**src/fcs_consts.svh**
```systemverilog
// Constants of the configuration sequencer
`ifndef FCS_CONSTS_SVH
`define FCS_CONSTS_SVH
`define FCS_CLK_NS 5
`define FCS_T_CF2CD_NS 500
`define FCS_CF2CD_CYC (`FCS_T_CF2CD_NS / `FCS_CLK_NS)
`define FCS_T_STATUS_MIN_US 45
`define FCS_STATUS_MIN_CYC ((`FCS_T_STATUS_MIN_US * 1000) / `FCS_CLK_NS)
`define FCS_T_CD2UM_MIN_US 300
`define FCS_CD2UM_CYC ((`FCS_T_CD2UM_MIN_US * 1000) / `FCS_CLK_NS)
`define FCS_T_POR_US 100
`define FCS_POR_CYC ((`FCS_T_POR_US * 1000) / `FCS_CLK_NS)
`define FCS_T_CFG_BYTE_CLOCK_MAX_NS 10
`define FCS_CD2CU_PERIODS 4
`define FCS_CD2CU_CYC \
  ((`FCS_CD2CU_PERIODS * `FCS_T_CFG_BYTE_CLOCK_MAX_NS + `FCS_CLK_NS - 1) / `FCS_CLK_NS)
`define FCS_INIT_CYCLES 3000
`define FCS_DONE_FALLS 2'h2
`define FCS_CNT_W 17
`define FCS_IR_W 4
`define FCS_IR_CAPTURE 4'h1
`define FCS_IR_BYPASS 4'hf
`define FCS_IR_PROGRAM 4'h2
`define FCS_SEL_ACTIVE_SERIAL 4'h2
`define FCS_FIFO_DEPTH 8
`define FCS_BYTE_W 8
`endif

```
**src/fcs_pkg.sv**
```systemverilog
// Types of the configuration sequencer
package fcs_pkg;
  typedef enum logic [2:0] {
    ST_POR = 3'h0, ST_RESET = 3'h1, ST_LOAD = 3'h2, ST_INITW = 3'h3,
    ST_INITD = 3'h4, ST_INITU = 3'h5, ST_USER = 3'h6, ST_JTAG = 3'h7
  } fcs_state_e;
  typedef enum logic [3:0] {
    TAP_TLR = 4'hf, TAP_RTI = 4'hc, TAP_SELDR = 4'h7, TAP_CAPDR = 4'h6,
    TAP_SHDR = 4'h2, TAP_EX1DR = 4'h1, TAP_PSDR = 4'h3, TAP_EX2DR = 4'h0,
    TAP_UPDR = 4'h5, TAP_SELIR = 4'h4, TAP_CAPIR = 4'he, TAP_SHIR = 4'ha,
    TAP_EX1IR = 4'h9, TAP_PSIR = 4'hb, TAP_EX2IR = 4'h8, TAP_UPIR = 4'hd
  } fcs_tap_e;
  typedef struct packed {
    logic req;        // Configuration request, active low
    logic cfg_byte_clock;       // Byte clock
    logic [7:0] data; // Byte data
    logic uclk;       // User init clock
    logic tck;
    logic tms;
    logic tdi;
    logic [3:0] sel;  // Scheme select straps
  } fcs_pins_s;
endpackage

```
**src/fcs_top.sv**
```systemverilog
// Configuration sequencer with byte FIFO and boundary-scan loader
`timescale 1ns/1ps
`include "fcs_consts.svh"

module fcs_fifo #(
  parameter int W = `FCS_BYTE_W,
  parameter int D = `FCS_FIFO_DEPTH
) (
  input wire logic clk,          // System clock
  input wire logic reset_n,      // Async reset, active low
  input wire logic inValid,      // Write request
  output logic inReady,          // Room for a word
  input wire logic [W-1:0] inData, // Write word
  output logic outValid,         // Word available
  input wire logic outReady,     // Reader takes word
  output logic [W-1:0] outData   // Head word
);
  localparam int AW = $clog2(D);
  if (D < 2 || (1 << AW) != D) begin : g_chk
    $error("fcs_fifo depth must be a power of two, at least 2");
  end
  typedef struct packed {
    logic [D-1:0][W-1:0] mem;
    logic [AW-1:0] wr;
    logic [AW-1:0] rd;
    logic [AW:0] cnt;
  } fcs_fifo_s;
  fcs_fifo_s q, d;
  logic doWr, doRd;
  assign inReady = (q.cnt != (AW+1)'(D));
  assign outValid = (q.cnt != '0);
  assign outData = q.mem[q.rd];
  assign doWr = inValid && inReady;
  assign doRd = outValid && outReady;
  always_comb begin
    d = q;
    if (doWr) begin
      d.mem[q.wr] = inData;
      d.wr = q.wr + 1'b1;
    end
    if (doRd) begin
      d.rd = q.rd + 1'b1;
    end
    d.cnt = q.cnt + (AW+1)'(doWr) - (AW+1)'(doRd);
  end
  always_ff @(posedge clk or negedge reset_n) begin
    if (!reset_n) begin
      q <= '0;
    end else begin
      q <= d;
    end
  end
endmodule

module fcs_top #(
  parameter int POR_CYC = `FCS_POR_CYC,
  parameter int STATUS_MIN_CYC = `FCS_STATUS_MIN_CYC,
  parameter int CD2UM_CYC = `FCS_CD2UM_CYC,
  parameter int INIT_CYCLES = `FCS_INIT_CYCLES,
  parameter int FIFO_DEPTH = `FCS_FIFO_DEPTH
) (
  input wire logic clk,             // 200 MHz system clock
  input wire logic reset_n,         // Async reset, active low
  input wire logic cfgRequestN,     // Request pin, low starts config
  input wire logic cfgByteClock,    // Byte clock pin
  input wire logic [7:0] cfgData,   // Byte data pins
  input wire logic userInitClock,   // User init clock pin
  input wire logic [3:0] schemeSelectPins, // Scheme straps
  input wire logic useUserInitClk,  // Start-up from user clock
  input wire logic coreLoadDone,    // Core has all data
  input wire logic tck,             // Test clock pin
  input wire logic tms,             // Test mode select pin
  input wire logic tdi,             // Test data in pin
  output logic tdo,                 // Test data out
  output logic tdoOeN,              // TDO enable, low drives
  output logic loadCompleteO,       // Load-complete pin value
  output logic loadCompleteOeN,     // Low pulls line low
  output logic healthO,             // Health pin value
  output logic healthOeN,           // Low pulls line low
  output logic byteClkO,            // Byte clock out, active serial
  output logic byteClkOeN,          // Byte clock enable, low drives
  output logic userIoHiZ,           // Tri-state all user pins
  output logic userMode,            // Device is in user mode
  output logic jtagCfgActive,       // Scan load in progress
  output logic byteOverflow,        // Byte lost to a full FIFO
  output logic byteValid,           // Byte to core valid
  input wire logic byteReady,       // Core takes byte
  output logic [7:0] byteData,      // Byte to core
  output logic fifoReady            // FIFO has room
);
  localparam int CW = `FCS_CNT_W;
  if (POR_CYC >= (1 << CW) || STATUS_MIN_CYC >= (1 << CW) ||
      CD2UM_CYC >= (1 << CW) || INIT_CYCLES >= (1 << CW) ||
      POR_CYC < 1 || STATUS_MIN_CYC < 1 || CD2UM_CYC < 1) begin : g_chk
    $error("fcs_top count parameter out of range");
  end
  typedef struct packed {
    fcs_pkg::fcs_pins_s pin1;  // First synchroniser stage
    fcs_pkg::fcs_pins_s pin2;  // Second stage, safe to read
    fcs_pkg::fcs_pins_s pin3;  // Delayed copy for edges
    fcs_pkg::fcs_state_e st;
    logic [CW-1:0] cnt;
    logic [CW-1:0] hLow;       // Length of the current health-low span
    logic [1:0] falls;
    logic [3:0] scheme;
    fcs_pkg::fcs_tap_e tap;
    logic [`FCS_IR_W-1:0] irSh;
    logic [`FCS_IR_W-1:0] ir;
    logic [7:0] dsr;
    logic [2:0] bitCnt;
    logic byp;
    logic jtag;
    logic tdoR;
    logic tdoOn;
    logic pushV;
    logic [7:0] pushD;
    logic ovf;
    logic div;
  } fcs_top_s;
  fcs_top_s q, d;
  logic reqN, dclkRise, dclkFall, uclkRise, tckRise, tckFall, prog;
  logic fifoIn;

  function automatic fcs_pkg::fcs_tap_e tapStep(fcs_pkg::fcs_tap_e s,
                                                logic m);
    case (s)
      fcs_pkg::TAP_TLR: tapStep = m ? fcs_pkg::TAP_TLR : fcs_pkg::TAP_RTI;
      fcs_pkg::TAP_RTI: tapStep = m ? fcs_pkg::TAP_SELDR : fcs_pkg::TAP_RTI;
      fcs_pkg::TAP_SELDR: tapStep = m ? fcs_pkg::TAP_SELIR :
                                        fcs_pkg::TAP_CAPDR;
      fcs_pkg::TAP_CAPDR: tapStep = m ? fcs_pkg::TAP_EX1DR : fcs_pkg::TAP_SHDR;
      fcs_pkg::TAP_SHDR: tapStep = m ? fcs_pkg::TAP_EX1DR : fcs_pkg::TAP_SHDR;
      fcs_pkg::TAP_EX1DR: tapStep = m ? fcs_pkg::TAP_UPDR : fcs_pkg::TAP_PSDR;
      fcs_pkg::TAP_PSDR: tapStep = m ? fcs_pkg::TAP_EX2DR : fcs_pkg::TAP_PSDR;
      fcs_pkg::TAP_EX2DR: tapStep = m ? fcs_pkg::TAP_UPDR : fcs_pkg::TAP_SHDR;
      fcs_pkg::TAP_UPDR: tapStep = m ? fcs_pkg::TAP_SELDR : fcs_pkg::TAP_RTI;
      fcs_pkg::TAP_SELIR: tapStep = m ? fcs_pkg::TAP_TLR : fcs_pkg::TAP_CAPIR;
      fcs_pkg::TAP_CAPIR: tapStep = m ? fcs_pkg::TAP_EX1IR : fcs_pkg::TAP_SHIR;
      fcs_pkg::TAP_SHIR: tapStep = m ? fcs_pkg::TAP_EX1IR : fcs_pkg::TAP_SHIR;
      fcs_pkg::TAP_EX1IR: tapStep = m ? fcs_pkg::TAP_UPIR : fcs_pkg::TAP_PSIR;
      fcs_pkg::TAP_PSIR: tapStep = m ? fcs_pkg::TAP_EX2IR : fcs_pkg::TAP_PSIR;
      fcs_pkg::TAP_EX2IR: tapStep = m ? fcs_pkg::TAP_UPIR : fcs_pkg::TAP_SHIR;
      fcs_pkg::TAP_UPIR: tapStep = m ? fcs_pkg::TAP_SELDR : fcs_pkg::TAP_RTI;
      default: tapStep = fcs_pkg::TAP_TLR;
    endcase
  endfunction

  // Edges come from the second and third stages only
  assign reqN = q.pin2.req;
  assign dclkRise = q.pin2.cfg_byte_clock && !q.pin3.cfg_byte_clock;
  assign dclkFall = !q.pin2.cfg_byte_clock && q.pin3.cfg_byte_clock;
  assign uclkRise = q.pin2.uclk && !q.pin3.uclk;
  assign tckRise = q.pin2.tck && !q.pin3.tck;
  assign tckFall = !q.pin2.tck && q.pin3.tck;
  assign prog = (q.ir == `FCS_IR_PROGRAM);

  always_comb begin
    d = q;
    d.pin1 = '{req: cfgRequestN, cfg_byte_clock: cfgByteClock, data: cfgData,
               uclk: userInitClock, tck: tck, tms: tms, tdi: tdi,
               sel: schemeSelectPins};
    d.pin2 = q.pin1;
    d.pin3 = q.pin2;
    d.pushV = 1'b0;
    d.div = !q.div;
    d.cnt = (q.cnt == '1) ? q.cnt : q.cnt + 1'b1;
    // Kept apart from the sequence counter so the width check is independent
    d.hLow = (q.hLow == '1) ? q.hLow : q.hLow + 1'b1;
    if (healthOeN) begin
      d.hLow = '0;
    end
    // Boundary-scan side
    if (tckRise) begin
      d.tap = tapStep(q.tap, q.pin2.tms);
      case (q.tap)
        fcs_pkg::TAP_CAPIR: d.irSh = `FCS_IR_CAPTURE;
        fcs_pkg::TAP_SHIR: d.irSh = {q.pin2.tdi, q.irSh[`FCS_IR_W-1:1]};
        fcs_pkg::TAP_UPIR: begin
          d.ir = q.irSh;
          d.jtag = (q.irSh == `FCS_IR_PROGRAM);
        end
        fcs_pkg::TAP_CAPDR: begin
          d.byp = 1'b0;
          d.bitCnt = '0;
        end
        fcs_pkg::TAP_SHDR: begin
          d.byp = q.pin2.tdi;
          if (prog) begin
            d.dsr = {q.pin2.tdi, q.dsr[7:1]};
            d.bitCnt = q.bitCnt + 1'b1;
            if (q.bitCnt == 3'h7) begin
              d.pushV = 1'b1;
              d.pushD = {q.pin2.tdi, q.dsr[7:1]};
            end
          end
        end
        fcs_pkg::TAP_TLR: begin
          d.ir = `FCS_IR_BYPASS;
          d.jtag = 1'b0;
        end
        default: ;
      endcase
    end
    // TDO moves only on the falling edge so the far end samples it stable
    if (tckFall) begin
      d.tdoOn = (q.tap == fcs_pkg::TAP_SHIR) || (q.tap == fcs_pkg::TAP_SHDR);
      d.tdoR = (q.tap == fcs_pkg::TAP_SHIR) ? q.irSh[0] :
               (prog ? q.dsr[0] : q.byp);
    end
    // Configuration sequence
    case (q.st)
      fcs_pkg::ST_POR: begin
        if (q.cnt >= CW'(POR_CYC - 1)) begin
          d.scheme = q.pin2.sel;
          d.st = fcs_pkg::ST_RESET;
          d.cnt = '0;
        end
      end
      fcs_pkg::ST_RESET: begin
        if (!reqN) begin
          d.cnt = '0;
        end else if (q.cnt >= CW'(STATUS_MIN_CYC - 1)) begin
          d.st = fcs_pkg::ST_LOAD;
        end
      end
      fcs_pkg::ST_LOAD: begin
        if (dclkRise) begin
          d.pushV = 1'b1;
          d.pushD = q.pin2.data;
        end
        if (coreLoadDone) begin
          d.st = fcs_pkg::ST_INITW;
          d.cnt = '0;
          d.falls = '0;
        end
      end
      fcs_pkg::ST_INITW: begin
        // Two trailing byte-clock falls must be seen before start-up
        if (dclkFall) begin
          d.falls = q.falls + 1'b1;
        end
        if (q.falls == `FCS_DONE_FALLS) begin
          d.st = fcs_pkg::ST_INITD;
        end
      end
      fcs_pkg::ST_INITD: begin
        if (useUserInitClk) begin
          if (q.cnt >= CW'(`FCS_CD2CU_CYC - 1)) begin
            d.st = fcs_pkg::ST_INITU;
            d.cnt = '0;
          end
        end else if (q.cnt >= CW'(CD2UM_CYC - 1)) begin
          d.st = fcs_pkg::ST_USER;
        end
      end
      fcs_pkg::ST_INITU: begin
        d.cnt = q.cnt + CW'(uclkRise);
        if (q.cnt >= CW'(INIT_CYCLES)) begin
          d.st = fcs_pkg::ST_USER;
        end
      end
      fcs_pkg::ST_USER: ;
      fcs_pkg::ST_JTAG: begin
        if (coreLoadDone) begin
          d.st = fcs_pkg::ST_INITD;
          d.cnt = '0;
        end else if (!q.jtag) begin
          d.st = fcs_pkg::ST_RESET;
          d.cnt = '0;
        end
      end
      default: d.st = fcs_pkg::ST_RESET;
    endcase
    if (q.st != fcs_pkg::ST_POR) begin
      if (q.jtag && q.st != fcs_pkg::ST_JTAG &&
          q.st != fcs_pkg::ST_INITD && q.st != fcs_pkg::ST_INITU &&
          q.st != fcs_pkg::ST_USER) begin
        d.st = fcs_pkg::ST_JTAG;
      end
      if (!reqN && !q.jtag && q.st != fcs_pkg::ST_RESET) begin
        d.st = fcs_pkg::ST_RESET;
        d.cnt = '0;
      end
    end
    if (q.st == fcs_pkg::ST_RESET) begin
      d.ovf = 1'b0;
    end
    // A byte offered to a full FIFO is dropped and remembered; set wins
    if (q.pushV && !fifoReady) begin
      d.ovf = 1'b1;
    end
  end

  always_ff @(posedge clk or negedge reset_n) begin
    if (!reset_n) begin
      q <= '0;
      q.st <= fcs_pkg::ST_POR;
      q.tap <= fcs_pkg::TAP_TLR;
      q.ir <= `FCS_IR_BYPASS;
      q.pin1.req <= 1'b1;
      q.pin2.req <= 1'b1;
      q.pin3.req <= 1'b1;
    end else begin
      q <= d;
    end
  end

  assign fifoIn = q.pushV;
  fcs_fifo #(.W(`FCS_BYTE_W), .D(FIFO_DEPTH)) u_fifo (
    .clk(clk),
    .reset_n(reset_n),
    .inValid(fifoIn),
    .inReady(fifoReady),
    .inData(q.pushD),
    .outValid(byteValid),
    .outReady(byteReady),
    .outData(byteData)
  );

  // Health line low during power-on delay and reset; done low until loaded
  assign healthO = 1'b0;
  assign healthOeN = !(q.st == fcs_pkg::ST_POR ||
                       q.st == fcs_pkg::ST_RESET);
  assign loadCompleteO = 1'b0;
  assign loadCompleteOeN = !(q.st == fcs_pkg::ST_POR ||
                             q.st == fcs_pkg::ST_RESET ||
                             q.st == fcs_pkg::ST_LOAD ||
                             q.st == fcs_pkg::ST_JTAG);
  assign tdo = q.tdoR;
  assign tdoOeN = !q.tdoOn;
  assign byteClkO = q.div;
  assign byteClkOeN = !(q.scheme == `FCS_SEL_ACTIVE_SERIAL &&
                        q.st == fcs_pkg::ST_LOAD && !q.jtag);
  assign userIoHiZ = q.jtag || q.st != fcs_pkg::ST_USER;
  assign userMode = q.st == fcs_pkg::ST_USER;
  assign jtagCfgActive = q.jtag;
  assign byteOverflow = q.ovf;

  AST_DONE_LOW: assert property (@(posedge clk) disable iff (!reset_n)
    (!reqN && !q.jtag && q.st != fcs_pkg::ST_POR) |=> !loadCompleteOeN)
    else $error("load-complete not pulled low after request");
  AST_HEALTH_LOW: assert property (@(posedge clk) disable iff (!reset_n)
    $fell(q.pin2.req) && !q.jtag |-> ##[0:1] !healthOeN)
    else $error("health line not pulled low after request");
  AST_HEALTH_MIN: assert property (@(posedge clk) disable iff (!reset_n)
    $rose(healthOeN) |-> q.hLow >= CW'(STATUS_MIN_CYC))
    else $error("health line released too early");
  AST_HEALTH_REL: assert property (@(posedge clk) disable iff (!reset_n)
    (q.st == fcs_pkg::ST_RESET && reqN && !q.jtag &&
     q.cnt >= CW'(STATUS_MIN_CYC - 1)) |=> healthOeN)
    else $error("health line not released");
  AST_OSC_USER: assert property (@(posedge clk) disable iff (!reset_n)
    $rose(userMode) && $past(q.st) == fcs_pkg::ST_INITD |->
      $past(q.cnt) >= CW'(CD2UM_CYC - 1))
    else $error("user mode entered before start-up delay");
  AST_UCLK_EN: assert property (@(posedge clk) disable iff (!reset_n)
    $changed(q.st) && q.st == fcs_pkg::ST_INITU |->
      $past(q.cnt) >= CW'(`FCS_CD2CU_CYC - 1))
    else $error("user clock enabled too early");
  AST_UCLK_USER: assert property (@(posedge clk) disable iff (!reset_n)
    $rose(userMode) && $past(q.st) == fcs_pkg::ST_INITU |->
      $past(q.cnt) >= CW'(INIT_CYCLES))
    else $error("user mode before init clock cycles");
  AST_POR_HEALTH: assert property (@(posedge clk) disable iff (!reset_n)
    q.st == fcs_pkg::ST_POR |-> !healthOeN && !loadCompleteOeN)
    else $error("health line released during power-on delay");
  AST_RECONFIG: assert property (@(posedge clk) disable iff (!reset_n)
    (userMode && !reqN && !q.jtag) |=> q.st == fcs_pkg::ST_RESET ##1
      !loadCompleteOeN)
    else $error("request low in user mode ignored");
  AST_SCAN_WINS: assert property (@(posedge clk) disable iff (!reset_n)
    (q.jtag && q.st == fcs_pkg::ST_LOAD) |=> q.st == fcs_pkg::ST_JTAG)
    else $error("passive load not aborted by scan load");
  AST_NO_CFG_BYTE_CLOCK: assert property (@(posedge clk) disable iff (!reset_n)
    q.jtag |-> byteClkOeN)
    else $error("byte clock driven during scan load");
  AST_HIZ: assert property (@(posedge clk) disable iff (!reset_n)
    q.jtag |-> userIoHiZ)
    else $error("user pins active during scan load");
  AST_TDI_RISE: assert property (@(posedge clk) disable iff (!reset_n)
    (tckRise && q.tap == fcs_pkg::TAP_SHDR && prog) |=>
      q.dsr[7] == $past(q.pin2.tdi))
    else $error("TDI not sampled on rising TCK");
  AST_TDO_FALL: assert property (@(posedge clk) disable iff (!reset_n)
    $changed(q.tdoR) || $changed(q.tdoOn) |-> $past(tckFall))
    else $error("TDO changed off the falling TCK");
  AST_TAP_RISE: assert property (@(posedge clk) disable iff (!reset_n)
    $changed(q.tap) |-> $past(tckRise))
    else $error("TAP moved off the rising TCK");
  AST_BYTE_CAP: assert property (@(posedge clk) disable iff (!reset_n)
    (dclkRise && q.st == fcs_pkg::ST_LOAD && reqN) |=>
      q.pushV && q.pushD == $past(q.pin2.data))
    else $error("byte not captured on byte clock");
endmodule

```
**config.mk**
```make
export PLATFORM = sky130hd
export DESIGN_NAME = fcs_top
export DESIGN_NICKNAME = d
export VERILOG_FILES = /design/src/fcs_pkg.sv /design/src/fcs_top.sv
export VERILOG_INCLUDE_DIRS = /design/src
export SDC_FILE = /design/constraint.sdc
export NUM_CORES = 1
export LEC_CHECK = 0
export ABC_AREA = 1
export BUFFER_PORTS_ARGS = -buffer_cell sky130_fd_sc_hd__clkbuf_2
export CORE_MARGIN = 5
export CORE_UTILIZATION = 45
export DETAILED_ROUTE_END_ITERATION = 16
export PLACE_DENSITY = 0.58
export SYNTH_ARGS = -nofsm -noshare
export SYNTH_HDL_FRONTEND = slang
export SYNTH_HIERARCHICAL = 1
export SYNTH_SLANG_ARGS = --single-unit
```
**constraint.sdc**
```tcl
create_clock -name clk -period 3 [get_ports clk]
set_input_delay 0.9 -clock clk [delete_from_list [all_inputs] [get_ports clk]]
set_output_delay 0.9 -clock clk [all_outputs]
set_load 0.01 [all_outputs]
```
==> flow_metrics.tcl <==
set metrics [dict create \
    status "finished, final reports clean" \
    initial_core_util 0.458 \
    dr.pass1.iters 4 \
    numCtsBuffers 17 \
    p_clk_frac 0.340 \
    setup_viol 0 \
    cp.arrival_ns 1.79 \
    dieWidth_um 156 \
    r2r_slack_ns 0.83 \
    rsz0062_at_grt "no" \
    pwr-share-seq 0.409 \
    p_switching_mw 2.31 \
    maxSlewHeadroom 0.379 \
    insertion_delay_ns 0.44 \
    fillers 2036 \
    p_leak_nw 5.43 \
    fin_crit_sh 0.897 \
    reg2reg_depth 10 \
    drv_slew 0 \
    die_area_mm2 0.0245 \
    place_congestion 0.907 \
    dp_cells 1477 \
    io_buffers 42 \
    cts_setup_buffers 0 \
    dpl-instance-area_mm2 0.0101 \
    vdd_drop_max_v 0.000414 \
    grt_pass1_vias 7353 \
    asyncSetResetFlopFracSynth 1.00 \
    dp_slack_ns 0.635 \
    vias 7659 \
    via_per_inst 5.08 \
    critical_path_peak_fanout 24 \
    rr_startpoint "q[61]" \
    fmax_mhz 372 \
    startpoint_type "flop" \
    postCtsResizedCells 0 \
    hold_path.class "flop to flop" \
    worstHoldStart "d[111]" \
    stdcell_count 1509 \
    clockBufferDepth 2 \
    grt_max_degree 75 \
    core_mm2 0.0211 \
    holdPathStages 0 \
    powerDensity_mw_per_mm2 624 \
    cp_common_cell "nand2_1" \
    tightest_slew_ns 0.931 \
    first_iter_violations 481 \
    drc 0 \
    seqCellArea_mm2 0.00444 \
    num_rows 53 \
    fin_crit_ns 2.69 \
    ys_ff_latch 177 \
    hold_buffers 0 \
    ys_seq_area_frac 0.460 \
    wirelength_um 22700 \
    dp_hpwl_um 15500 \
    ys_types 50 \
    htree_levels 4 \
    cts_sinks 177 \
    p_total_mw 6.64 \
    syn_avg_cell_area_um2 8.06 \
    cts_root_buf "clkbuf_16" \
    synth_ff_type "dfrtp_1" \
    syn_inst 1197 \
    routedWlPerCell_um 15.1 \
    drive_above_1_share 0.144 \
    design_area_mm2 0.0106 \
    grt_remaining_overflow 0 \
    fin_tns_setup_ns 0 \
    setup_slack_ns 0.310 \
    power_frac_comb 0.251 \
    layout.nets 1260 \
    critPathKind "flop to output pin" \
    crit_path_end_kind "output pin" \
    slowest_stage "dfrtp_1" \
    cp.required_ns 2.10 \
    drv_cap 0 \
    hold_viol 0 \
    yosysWarningCount 6 \
    syn_area_mm2 0.00965 \
    path_cells "inv_1 > buf_12 > nand2_1 > nand3_1 > nand2_1 > nand2_1 > nand2_1 > clkbuf_2" \
    num_io_pins 45 \
    clk_pin_slew_ns 0.07 \
    antenna_left 0 \
    antenna_found_initial 0 \
    hold_path_end "d[93]" \
    r2r_end "q[61]" \
    num_antenna_cells 0 \
    fp.dieH_um 156 \
    synth-edff-count 0 \
    multiInputGateArea_mm2 0.00432 \
    max_stage_delay_ns 0.37 \
    cts_tree "yes" \
    area_delta_synth_final_pct 10.3 \
    switching_share 0.347 \
    grt.total_usage 0.195 \
    grt_pass1_wl_um 38600 \
    clock_skew_ns 0.0130 \
    internal-power_mw 4.34 \
]
worst max path at each step:
stage                      from          end  slack [ns]  cells after the start
global placement      byteReady  u_fifo/q[2]        0.67                      9
global route        u_fifo/q[5]  byteData[3]        0.15                      6
finish              u_fifo/q[4]  byteData[0]        0.31                      8
detailed placement    byteReady  u_fifo/q[2]        0.64                      9
CTS                 u_fifo/q[4]  byteData[0]        0.30                      8
floorplan             byteReady  u_fifo/q[2]        0.82                      8
synthesized netlist by cell type, drive strengths merged, types with 10 or more instances:
master,instances,area [µm²]
xor2,15,131
ha,15,188
dfstp,10,263
o21ai,38,190
nand4,74,463
inv,160,606
nand2,397,1570
nor3,18,134
nand3,93,593
dfrtp,167,4180
nor2,83,490
buf,33,238
o211ai,12,90.1
a21oi,35,216
clkbuf,16,60.1
registers in the layout, indices dropped and copies added, names as in the netlist:
name and flops:
reqN 1, jtagCfgActive 1, tdo 1, u_fifo/q 74
d 35, byteClkO 1, q 62, byteOverflow 1
fifoIn 1
placed cells by master (no fill, tap or decap), drive strengths merged, types with 5 or more instances in the layout:
master	n
o21ai	38
nor2	83
o211ai	12
dfrtp	167
nand4	74
dfstp	10
ha	15
clkbuf	60
buf	11
a21oi	35
nor3	18
nand2	397
inv	170
clkinv	5
xor2	15
nand3	93
routing by layer:
layer / up-vias / global-route usage / part of all wire
li1: 3883 / - / -
met1: 3580 / 0.287 / 0.49
met2: 172 / 0.296 / 0.45
met3: 24 / 0.0362 / 0.044
met4: 0 / 0.0537 / 0.018
met5: - / 0 / 0
per-stage QoR:
stage	util	hold WS, ns
2_1_floorplan	-	0.331
3_3_place_gp	0.477	0.332
3_5_place_dp	0.477	0.335
4_1_cts	0.505	0.351
5_1_grt	0.505	0.355
6_report	0.505	0.349
critical path: cells and delay by family (launching register included):
kind	cells	cell delay, ns
DFF	1	0.37
and+or+nand+nor	5	0.36
buffers and inverters	3	0.61
cell type report:
class | count | area share
sequential | 177 | 0.417
multi-input combinational | 810 | 0.406
inverter | 162 | 0.0576
clock buffer | 18 | 0.0403
tap | 275 | 0.0323
timing repair buffer | 53 | 0.0319
clock inverter | 14 | 0.0150
power by group through the flow:
stage          sequential, mW  combinational [mW]  clock, mW
2_1_floorplan            2.72                1.24          0
3_3_place_gp             2.76                1.66          0
3_5_place_dp             2.76                1.67          0
4_1_cts                  2.72                1.68       2.32
5_1_grt                  2.74                1.90       2.41
6_report                 2.71                1.67       2.26
logic make-up after synthesis:
family,Yosys count,share of synthesized area
AOI/OAI and AO/OA,100,0.0625
xor gates and xnor gates,18,0.0163
adders and majority gates,16,0.0215
buffers and inverters,211,0.0944
DFF,177,0.460
muxes,2,0.00220
other,1,0.000389
and+or+nand+nor,672,0.342
Power figures use the tool's default switching activity.
